### config.mk
export PLATFORM = sky130hd
export DESIGN_NAME = sublayer_receiver
export DESIGN_NICKNAME = d
export VERILOG_FILES = /design/src/logic/sublayer_receiver.v /design/src/logic/payload_fifo.v /design/src/logic/reply_builder.v
export VERILOG_INCLUDE_DIRS = /design/src /design/src/logic
export SDC_FILE = /design/constraint.sdc
export NUM_CORES = 2
export LEC_CHECK = 0
export BUFFER_PORTS_ARGS = -buffer_cell sky130_fd_sc_hd__buf_2
export CAP_MARGIN = 25
export CORE_MARGIN = 3
export CORE_UTILIZATION = 35
export DETAILED_ROUTE_END_ITERATION = 8
export PLACE_DENSITY = 0.55
export SLEW_MARGIN = 20
export SYNTH_ARGS = -nofsm -noshare
export SYNTH_HDL_FRONTEND = slang
export SYNTH_HIERARCHICAL = 1
export SYNTH_SLANG_ARGS = --single-unit
### constraint.sdc
create_clock -name mclk -period 4.3 [get_ports mclk]
set_input_delay 0.86 -clock mclk [delete_from_list [all_inputs] [get_ports mclk]]
set_output_delay 0.86 -clock mclk [all_outputs]
set_load 0.02 [all_outputs]
### src/logic/sublayer_consts.vh
// Constants for the pseudowire sub-layer receiver.
// Assumes a byte-wide packet stream framed by start and end strobes.
`ifndef SUBLAYER_CONSTS_VH
`define SUBLAYER_CONSTS_VH
`define EXT_HDR_DATA      2'h0
`define EXT_HDR_LATENCY   2'h1
`define CODE_INGRESS_REQ  8'h00
`define CODE_INGRESS_REP  8'h01
`define CODE_EGRESS_REQ   8'h02
`define CODE_EGRESS_REP   8'h03
`define MODE_TS           1'b0
`define MODE_PS           1'b1
`define TS_PACKET_LEN     8'hBC
`define TS_MAX_PACKETS    3'h7
`define TS_SYNC_BYTE      8'h47
`define NULL_PID_HI       5'h1F
`define NULL_PID_LO       8'hFF
`define LATENCY_HDR_LEN   4'hC
`define FIFO_WIDTH        10
`define FIFO_DEPTH        16
`define FIFO_ADDR_W       4
`endif

### src/logic/sublayer_receiver.v
// Function
// - Data header needs extended field 00
// - Honour sequence-valid flag
// - Ignore reserved bit and byte
// - Decode flow identifier; one stream flow
// - Accept one to seven stream packets
// - Drop null stream packets
// - Segment count equals table entries
// - Entries carry begin, end, length
// - Reassemble split frames across packets
// - Latency header: field 01, seq flag 0
// - Code values 0..3, rest reserved
// - Copy transaction identifier into reply
// - Answer ingress requests, one at once
// - End timestamp from sync timebase
// - Ingress stamp before queueing
// - Return completed reply to core
// - Drop egress requests silently
// - Discard nonconforming headers
// Receiver side of the pseudowire sub-layer: parses headers, queues payload,
// answers latency requests. Assumes byte stream from the tunnel decapsulator.
`timescale 1ns/10ps
`include "sublayer_consts.vh"
module sublayer_receiver (
   // Clock and reset
   input  wire        mclk,
   input  wire        resetn,
   // Session setup
   input  wire        session_mode,
   input  wire        session_active,
   input  wire [31:0] sync_timebase,
   // Incoming packet bytes
   input  wire        rx_valid,
   input  wire        rx_start,
   input  wire        rx_end,
   input  wire [7:0]  rx_data,
   output reg         rx_ready,
   // Payload toward queues
   output reg         q_valid,
   input  wire        q_ready,
   output reg  [7:0]  q_data,
   output reg         q_frame_start,
   output reg         q_frame_end,
   // Reply toward core
   output reg         reply_valid,
   output reg  [7:0]  reply_data,
   output reg         reply_last,
   // Status
   output reg         header_discard,
   output reg         sequence_gap,
   output reg  [2:0]  flow_identifier
);
   localparam ST_HDR   = 6'h01;
   localparam ST_TABLE = 6'h02;
   localparam ST_TS    = 6'h04;
   localparam ST_PS    = 6'h08;
   localparam ST_LAT   = 6'h10;
   localparam ST_DROP  = 6'h20;

   reg  [5:0]  state;
   reg  [3:0]  hcnt;
   reg  [7:0]  hdr0;
   reg  [7:0]  hdr1;
   reg  [7:0]  code;
   reg  [7:0]  transaction;
   reg  [31:0] stamp_start;
   reg  [31:0] stamp_end;
   reg  [15:0] seq_hold;
   reg  [15:0] seq_expect;
   reg         seq_known;
   reg  [6:0]  seg_total;
   reg  [6:0]  seg_idx;
   reg  [15:0] seg_table [0:127];
   reg  [13:0] seg_left;
   reg  [7:0]  ts_byte;
   reg  [2:0]  ts_count;
   reg         ts_null;
   reg  [7:0]  ts_pid_hi;
   reg         reply_start;
   reg         in_frame;
   reg  [4:0]  fill;

   wire        fifo_in_ready;
   wire        fifo_out_valid;
   wire [9:0]  fifo_out_data;
   wire        take;
   wire        payload_push;
   wire        fifo_pop;
   wire [4:0]  next_fill;
   reg  [9:0]  payload_word;
   wire        rb_busy;
   wire        rb_valid;
   wire [7:0]  rb_data;
   wire        rb_last;

   // Header byte 0 checks: V=0, extended field (sequence flag is tested by the caller)
   function hdr_ok;
      input [7:0] b;
      input [1:0] ext;
      begin
         hdr_ok = (b[7] == 1'b0) && (b[5:4] == ext);
      end
   endfunction

   assign take = rx_valid && rx_ready;
   assign payload_push = take && !rx_start && (state == ST_PS || (state == ST_TS && !ts_null && ts_byte > 8'h2));
   assign fifo_pop     = fifo_out_valid && (q_ready || !q_valid);
   // Occupancy one step ahead keeps the registered ready exact
   assign next_fill    = fill + {4'h0, payload_push && fifo_in_ready} - {4'h0, fifo_pop};

   always @* begin
      payload_word = {1'b0, 1'b0, rx_data};
      if (state == ST_PS) begin
         payload_word[9] = (seg_left == seg_table[seg_idx][13:0]) && seg_table[seg_idx][15];
         payload_word[8] = (seg_left == 14'h1) && seg_table[seg_idx][14];
      end
   end

   always @(posedge mclk or negedge resetn) begin
      if (!resetn) begin
         state          <= ST_HDR;
         hcnt           <= 4'h0;
         hdr0           <= 8'h00;
         hdr1           <= 8'h00;
         code           <= 8'h00;
         transaction    <= 8'h00;
         stamp_start    <= 32'h0;
         stamp_end      <= 32'h0;
         seq_hold       <= 16'h0;
         seq_expect     <= 16'h0;
         seq_known      <= 1'b0;
         seg_total      <= 7'h0;
         seg_idx        <= 7'h0;
         seg_left       <= 14'h0;
         ts_byte        <= 8'h00;
         ts_count       <= 3'h0;
         ts_null        <= 1'b0;
         ts_pid_hi      <= 8'h00;
         reply_start    <= 1'b0;
         in_frame       <= 1'b0;
         rx_ready       <= 1'b0;
         fill           <= 5'h00;
         header_discard <= 1'b0;
         sequence_gap   <= 1'b0;
         flow_identifier <= 3'h0;
      end else begin
         rx_ready       <= (next_fill != 5'h10);
         fill           <= next_fill;
         reply_start    <= 1'b0;
         header_discard <= 1'b0;
         sequence_gap   <= 1'b0;
         if (take && rx_start) begin
            hdr0 <= rx_data;
            hcnt <= 4'h1;
            state <= ST_HDR;
         end else if (take) begin
            case (state)
               ST_HDR: begin
                  hcnt <= hcnt + 4'h1;
                  if (hcnt == 4'h1) begin
                     hdr1 <= rx_data;
                     flow_identifier <= hdr0[2:0];
                     if (hdr_ok(hdr0, `EXT_HDR_LATENCY) && !hdr0[6] && session_active) begin
                        state <= ST_LAT;
                     end else if (!hdr_ok(hdr0, `EXT_HDR_DATA) || !session_active) begin
                        state <= ST_DROP;
                        header_discard <= 1'b1;
                     end else if (session_mode == `MODE_PS) begin
                        seg_total <= rx_data[6:0];
                     end
                  end else if (hcnt == 4'h2) begin
                     seq_hold[15:8] <= rx_data;
                  end else begin
                     seq_hold[7:0] <= rx_data;
                     if (hdr0[6]) begin
                        seq_known  <= 1'b1;
                        seq_expect <= {seq_hold[15:8], rx_data} + 16'h1;
                        sequence_gap <= seq_known && ({seq_hold[15:8], rx_data} != seq_expect);
                     end
                     seg_idx  <= 7'h0;
                     ts_byte  <= 8'h00;
                     ts_count <= 3'h0;
                     if (session_mode == `MODE_PS) begin
                        state <= (seg_total == 7'h0) ? ST_DROP : ST_TABLE;
                        header_discard <= (seg_total == 7'h0);
                     end else begin
                        state <= ST_TS;
                     end
                  end
               end
               ST_TABLE: begin
                  hcnt <= hcnt + 4'h1;
                  if (hcnt[0]) begin
                     seg_table[seg_idx] <= {hdr1, rx_data};
                     if (seg_idx == seg_total - 7'h1) begin
                        seg_idx <= 7'h0;
                        seg_left <= (seg_total != 7'h1) ? seg_table[7'h0][13:0] :
                                    (hdr1[5:0] == 6'h0 && rx_data == 8'h0) ? 14'h1 : {hdr1[5:0], rx_data};
                        state <= ST_PS;
                     end else begin
                        seg_idx <= seg_idx + 7'h1;
                     end
                  end else begin
                     hdr1 <= rx_data;
                  end
               end
               ST_PS: begin
                  if (seg_left == 14'h1) begin
                     seg_idx  <= seg_idx + 7'h1;
                     seg_left <= seg_table[seg_idx + 7'h1][13:0];
                     if (seg_table[seg_idx][14]) begin
                        in_frame <= 1'b0;
                     end
                  end else begin
                     seg_left <= seg_left - 14'h1;
                     if (seg_table[seg_idx][15]) begin
                        in_frame <= 1'b1;
                     end
                  end
               end
               ST_TS: begin
                  ts_byte <= (ts_byte == `TS_PACKET_LEN - 8'h1) ? 8'h00 : ts_byte + 8'h1;
                  if (ts_byte == 8'h1) begin
                     ts_pid_hi <= rx_data;
                  end else if (ts_byte == 8'h2) begin
                     ts_null <= (ts_pid_hi[4:0] == `NULL_PID_HI) && (rx_data == `NULL_PID_LO);
                  end else if (ts_byte == `TS_PACKET_LEN - 8'h1) begin
                     ts_null <= 1'b0;
                     if (ts_count == `TS_MAX_PACKETS - 3'h1) begin
                        state <= ST_DROP;
                     end
                     ts_count <= ts_count + 3'h1;
                  end
               end
               ST_LAT: begin
                  hcnt <= hcnt + 4'h1;
                  if (hcnt == 4'h2) begin
                     code <= rx_data;
                  end else if (hcnt == 4'h3) begin
                     transaction <= rx_data;
                  end else if (hcnt >= 4'h4 && hcnt <= 4'h7) begin
                     stamp_start <= {stamp_start[23:0], rx_data};
                     if (hcnt == 4'h7) begin
                        stamp_end <= sync_timebase;
                        reply_start <= (code == `CODE_INGRESS_REQ) && session_active && !rb_busy;
                        state <= ST_DROP;
                     end
                  end
               end
               default: begin
                  state <= state;
               end
            endcase
         end
      end
   end

   // Payload FIFO toward the queues
   payload_fifo #(
      .WIDTH  (`FIFO_WIDTH),
      .DEPTH  (`FIFO_DEPTH),
      .ADDR_W (`FIFO_ADDR_W)
   ) fifo (
      .mclk      (mclk),
      .resetn    (resetn),
      .in_valid  (payload_push),
      .in_ready  (fifo_in_ready),
      .in_data   (payload_word),
      .out_valid (fifo_out_valid),
      .out_ready (q_ready || !q_valid),
      .out_data  (fifo_out_data)
   );

   always @(posedge mclk or negedge resetn) begin
      if (!resetn) begin
         q_valid       <= 1'b0;
         q_data        <= 8'h00;
         q_frame_start <= 1'b0;
         q_frame_end   <= 1'b0;
         reply_valid   <= 1'b0;
         reply_data    <= 8'h00;
         reply_last    <= 1'b0;
      end else begin
         if (q_ready || !q_valid) begin
            q_valid       <= fifo_out_valid;
            q_data        <= fifo_out_data[7:0];
            q_frame_start <= fifo_out_data[9];
            q_frame_end   <= fifo_out_data[8];
         end
         reply_valid <= rb_valid;
         reply_data  <= rb_data;
         reply_last  <= rb_last;
      end
   end

   reply_builder replies (
      .mclk            (mclk),
      .resetn          (resetn),
      .start           (reply_start),
      .flow_identifier (flow_identifier),
      .code            (`CODE_INGRESS_REP),
      .transaction     (transaction),
      .stamp_start     (stamp_start),
      .stamp_end       (stamp_end),
      .busy            (rb_busy),
      .byte_valid      (rb_valid),
      .byte_data       (rb_data),
      .byte_last       (rb_last)
   );
endmodule

### src/logic/payload_fifo.v
// Payload FIFO, flip-flop storage, valid/ready on both sides.
// Assumes one clock domain shared with the receiver.
`timescale 1ns/10ps
module payload_fifo #(
   parameter WIDTH  = 10,
   parameter DEPTH  = 16,
   parameter ADDR_W = 4
) (
   // Clock and reset
   input  wire              mclk,
   input  wire              resetn,
   // Fill side
   input  wire              in_valid,
   output wire              in_ready,
   input  wire [WIDTH-1:0]  in_data,
   // Drain side
   output wire              out_valid,
   input  wire              out_ready,
   output wire [WIDTH-1:0]  out_data
);
   reg  [WIDTH-1:0]  mem [0:DEPTH-1];
   reg  [ADDR_W-1:0] wr_ptr;
   reg  [ADDR_W-1:0] rd_ptr;
   reg  [ADDR_W:0]   count;
   wire              push;
   wire              pop;

   assign in_ready  = (count != DEPTH[ADDR_W:0]);
   assign out_valid = (count != {(ADDR_W+1){1'b0}});
   assign out_data  = mem[rd_ptr];
   assign push      = in_valid & in_ready;
   assign pop       = out_valid & out_ready;

   always @(posedge mclk) begin
      if (push) begin
         mem[wr_ptr] <= in_data;
      end
   end

   always @(posedge mclk or negedge resetn) begin
      if (!resetn) begin
         wr_ptr <= {ADDR_W{1'b0}};
         rd_ptr <= {ADDR_W{1'b0}};
         count  <= {(ADDR_W+1){1'b0}};
      end else begin
         if (push) begin
            wr_ptr <= wr_ptr + 1'b1;
         end
         if (pop) begin
            rd_ptr <= rd_ptr + 1'b1;
         end
         if (push && !pop) begin
            count <= count + 1'b1;
         end else if (pop && !push) begin
            count <= count - 1'b1;
         end
      end
   end
endmodule

### src/logic/reply_builder.v
// Latency reply serialiser: emits a 12-byte reply header.
// Assumes fields are held stable while busy is high.
`timescale 1ns/10ps
`include "sublayer_consts.vh"
module reply_builder (
   // Clock and reset
   input  wire        mclk,
   input  wire        resetn,
   // Request
   input  wire        start,
   input  wire [2:0]  flow_identifier,
   input  wire [7:0]  code,
   input  wire [7:0]  transaction,
   input  wire [31:0] stamp_start,
   input  wire [31:0] stamp_end,
   output reg         busy,
   // Byte output
   output reg         byte_valid,
   output reg  [7:0]  byte_data,
   output reg         byte_last
);
   reg [3:0]  idx;
   reg [7:0]  next_byte;

   always @* begin
      case (idx)
         4'h0: next_byte = {1'b0, 1'b0, `EXT_HDR_LATENCY, 1'b0, flow_identifier};
         4'h1: next_byte = 8'h00;
         4'h2: next_byte = code;
         4'h3: next_byte = transaction;
         4'h4: next_byte = stamp_start[31:24];
         4'h5: next_byte = stamp_start[23:16];
         4'h6: next_byte = stamp_start[15:8];
         4'h7: next_byte = stamp_start[7:0];
         4'h8: next_byte = stamp_end[31:24];
         4'h9: next_byte = stamp_end[23:16];
         4'hA: next_byte = stamp_end[15:8];
         4'hB: next_byte = stamp_end[7:0];
         default: next_byte = 8'h00;
      endcase
   end

   always @(posedge mclk or negedge resetn) begin
      if (!resetn) begin
         busy       <= 1'b0;
         idx        <= 4'h0;
         byte_valid <= 1'b0;
         byte_data  <= 8'h00;
         byte_last  <= 1'b0;
      end else begin
         byte_valid <= busy;
         byte_data  <= next_byte;
         byte_last  <= busy && (idx == `LATENCY_HDR_LEN - 4'h1);
         if (start && !busy) begin
            busy <= 1'b1;
            idx  <= 4'h0;
         end else if (busy) begin
            if (idx == `LATENCY_HDR_LEN - 4'h1) begin
               busy <= 1'b0;
            end
            idx <= idx + 4'h1;
         end
      end
   end
endmodule

==> results by group <==
Timing
  • Worst setup margin: 0.0339 ns
  • Final setup violation count: 0
  • Final min period: 4.27 ns
  • Slew HR: 25.0%
  • Final Max Tran Viols: 0
  • Final Hold Fails: 0
  • Max Fclk: 234 MHz
  • Clock Skew: 0.0535 ns
  • Period utilization: 99.2%
  • Fin Hold WS: 0.174 ns
  • Worst Tran Pin Value: 1.12 ns

Global routing
  • Largest net degree at the start of global routing: 102
  • GRT Residual Overflow: 0
  • First-pass GRT wire length: 601,000 um
  • Gr usage total: 26.4%
  • Vias in the first global route: 71,700
  • Initial antenna violation count: 28

Min path
  • Min-delay worst type: input port to flip-flop

Clock network
  • H-tree levels: 5
  • Clk sinks: 2,444
  • Cts bufs inserted: 277
  • CTS clk-pin slew, worst paths: 0.07 ns
  • Worst-Skew Late Latency: 0.94 ns
  • Clock Path Buffers: 4
  • Root buf cell: clkbuf_16
  • TritonCTS clock tree: built

Pwr
  • Pwr dens: 560 mW/mm^2
  • Total Power: 74.8 mW
  • Peak supply drop: 0.532 mV
  • Leak pwr: 43.6 nW

Route
  • Routed len/inst: 37.5 um
  • Initial detailed-routing violation count: 11,600
  • Routed WL: 439,000 um
  • Router iterations before antenna repair: 7
  • DRT antenna net count: 0
  • Via/cell ratio: 6.33
  • Routed via count: 74,000
  • DRC Markers: 0

Status
  • Status: completed

Logic synthesis
  • Synth Cell Area: 0.112 mm^2
  • Mapped Cells: 6,579
  • Synthesized area per cell: 17.0 um^2
  • Ys flop type: edfxtp_1
  • Ys async rst share: 9.66%
  • Yosys cell types: 99
  • Sequential fraction of the synthesis area: 64.6%
  • Yosys warnings: 6
  • Synthesized flop and latch total: 2,444
  • Post-synth EDFFs: 2,208

Critical path
  • Critical path startpoint category: flip-flop
  • Critical path required time: 5.08 ns
  • Arrival time worst endpoint: 5.05 ns
  • Crit path max fanout: 41
  • Setup crit end kind: flip-flop
  • Worst setup path class: flip-flop to flip-flop

Floorplanning
  • Initial Util: 35.3%
  • Die area: 0.326 mm^2
  • Num rows: 206
  • IO Count: 75
  • Die Wd: 571 um
  • Die Height: 571 um
  • Core area: 0.316 mm^2

Finish
  • Area grow syn2layout: 19.5%
  • Layout cells sized above 1: 34.6%
  • Post-Route Utilization: 42.2%
  • Fin nets: 7,399

Place
  • Port Buffer Count: 73
  • Setup WS pre-CTS: -0.501 ns
  • Detailed Place HPWL: 293,000 um
  • Gp weighted congestion: 0.983

Flow run
  • Maxcap violations: 0
## path summary, 6_finish.rpt
path	startpoint	slack, ns	cells after the start	endpoint
worst max-delay path	seg_idx[0]	0.03	16	fifo/mem[7][9]
worst min-delay path	sync_timebase[5]	0.17	2	stamp_end[5]
worst max register to register	seg_idx[0]	0.03	16	fifo/mem[7][9]
worst min register to register	replies/byte_data[1]	0.35	0	reply_data[1]
max in group asynchronous	resetn	2.20	5	stamp_end[15]
min in group asynchronous	resetn	0.37	2	header_discard
## cell type report
cell class                      count  area, um^2
Clock inverter                    145        1590
Inverter                           43         170
Sequential cell                  2444       72300
Clock buffer                      347        7330
Timing Repair Buffer              965        9670
Fill cell                       28000      183000
Antenna cell                       11        27.5
Tap cell                         4160        5200
Multi-Input combinational cell   3584       37300
## report_power, final
part	internal [mW]	switching, mW
combinational	9.65	12.8
clock	13.4	10.1
sequential	27.7	1.15
total	50.8	24.0
## cell usage in the layout, fill, tap and decap left out, types with 55 or more instances in the layout
cell type     n
buf_4       686
clkbuf_16   279
o21ai_0     168
edfxtp_1   2208
mux2_2      309
clkinv_1     55
nand2_1     337
nor2_2      130
nor2_1      156
mux2i_1     247
o22ai_1      67
buf_2        64
a221oi_1    210
dfrtp_1     219
nand3_1      82
a22oi_1     164
a221o_1      59
clkbuf_1     59
mux4_2      708
a21oi_1     166
buf_12      197
## per-stage QoR
stage	area (um^2)	std cells	setup TNS [ns]
2_1_floorplan	112000	6585	0
3_3_place_gp	124000	11200	-8.94
3_5_place_dp	124000	11200	-8.00
4_1_cts	133000	11700	0
5_1_grt	134000	11700	-0.312
6_report	134000	11700	0
## Yosys cell counts (all sizes together) (16+ instances only)
library cell	n	area (um^2)
nand2	338	1270
a31oi	50	313
nand4	24	150
xor2	40	350
a211oi	32	240
edfxtp	2208	66300
a221oi	218	1940
o21ai	178	891
a22oi	164	1230
inv	40	150
dfrtp	235	5880
mux2i	247	2470
nor4	22	144
ha	34	425
buf	309	2030
a222oi	16	160
nor3	52	260
nand2b	25	156
nor2b	24	150
xnor2	38	333
o221ai	43	377
and3	27	169
o2bb2ai	23	201
mux2	315	3560
a22o	41	359
o22ai	68	425
o211ai	28	210
nor2	289	1090
a21oi	168	841
mux4	709	16000
nand3	82	410
a221o	59	591
clkbuf	205	769
## sequential cells by signal, summed over array words and instances (netlist names), 8 cells and up
name / flops
seq_hold: 8
seg_table: 2048
stamp_start: 32
replies/byte_data: 8
stamp_end: 32
hdr1: 8
code: 8
seq_expect: 16
seg_left: 14
q_data: 8
transaction: 8
reply_data: 8
fifo/mem: 160
ts_byte: 8
## kinds of logic after synthesis
family | count (synthesis) | share of synthesized area (%)
xor gates and xnor gates | 78 | 0.611
AOI/OAI and AO/OA | 1219 | 8.01
adders and majority gates | 36 | 0.416
and+or+nand+nor | 972 | 4.02
muxes | 1271 | 19.7
DFF | 2444 | 64.6
other | 2 | 0.00672
buffers and inverters | 557 | 2.65
## what timing repair did
item                                   4_1_cts  5_1_grt
pin swaps                                    1        6
hold buffers                                 1        0
resized for setup                            7       24
setup buffers                                8        1
endpoints found under the hold margin       27        0
setup endpoints to repair                   16       17
## critical path: stages, from the launching register on
cell      delay, ns
dfrtp_4        0.60
buf_4          0.22
buf_12         0.17
buf_12         0.22
nand2b_1       0.18
buf_12         0.26
o22ai_1        0.17
buf_4          0.19
a32oi_1        0.16
o21ai_0        0.14
nor4b_1        0.52
buf_4          0.20
a31o_2         0.14
o211ai_1       0.11
nor4_2         0.22
and4_4         0.35
buf_12         0.16
## metal layers
metal  track usage (%)  routed length (um)  vias up
met5                 0                  31        -
met1              35.3              168000    39000
met3              6.91               50500     1050
met2              39.8              194000     5051
met4              12.8               25700        6
li1                  -                   -    28900
Power figures use the tool's default switching activity.
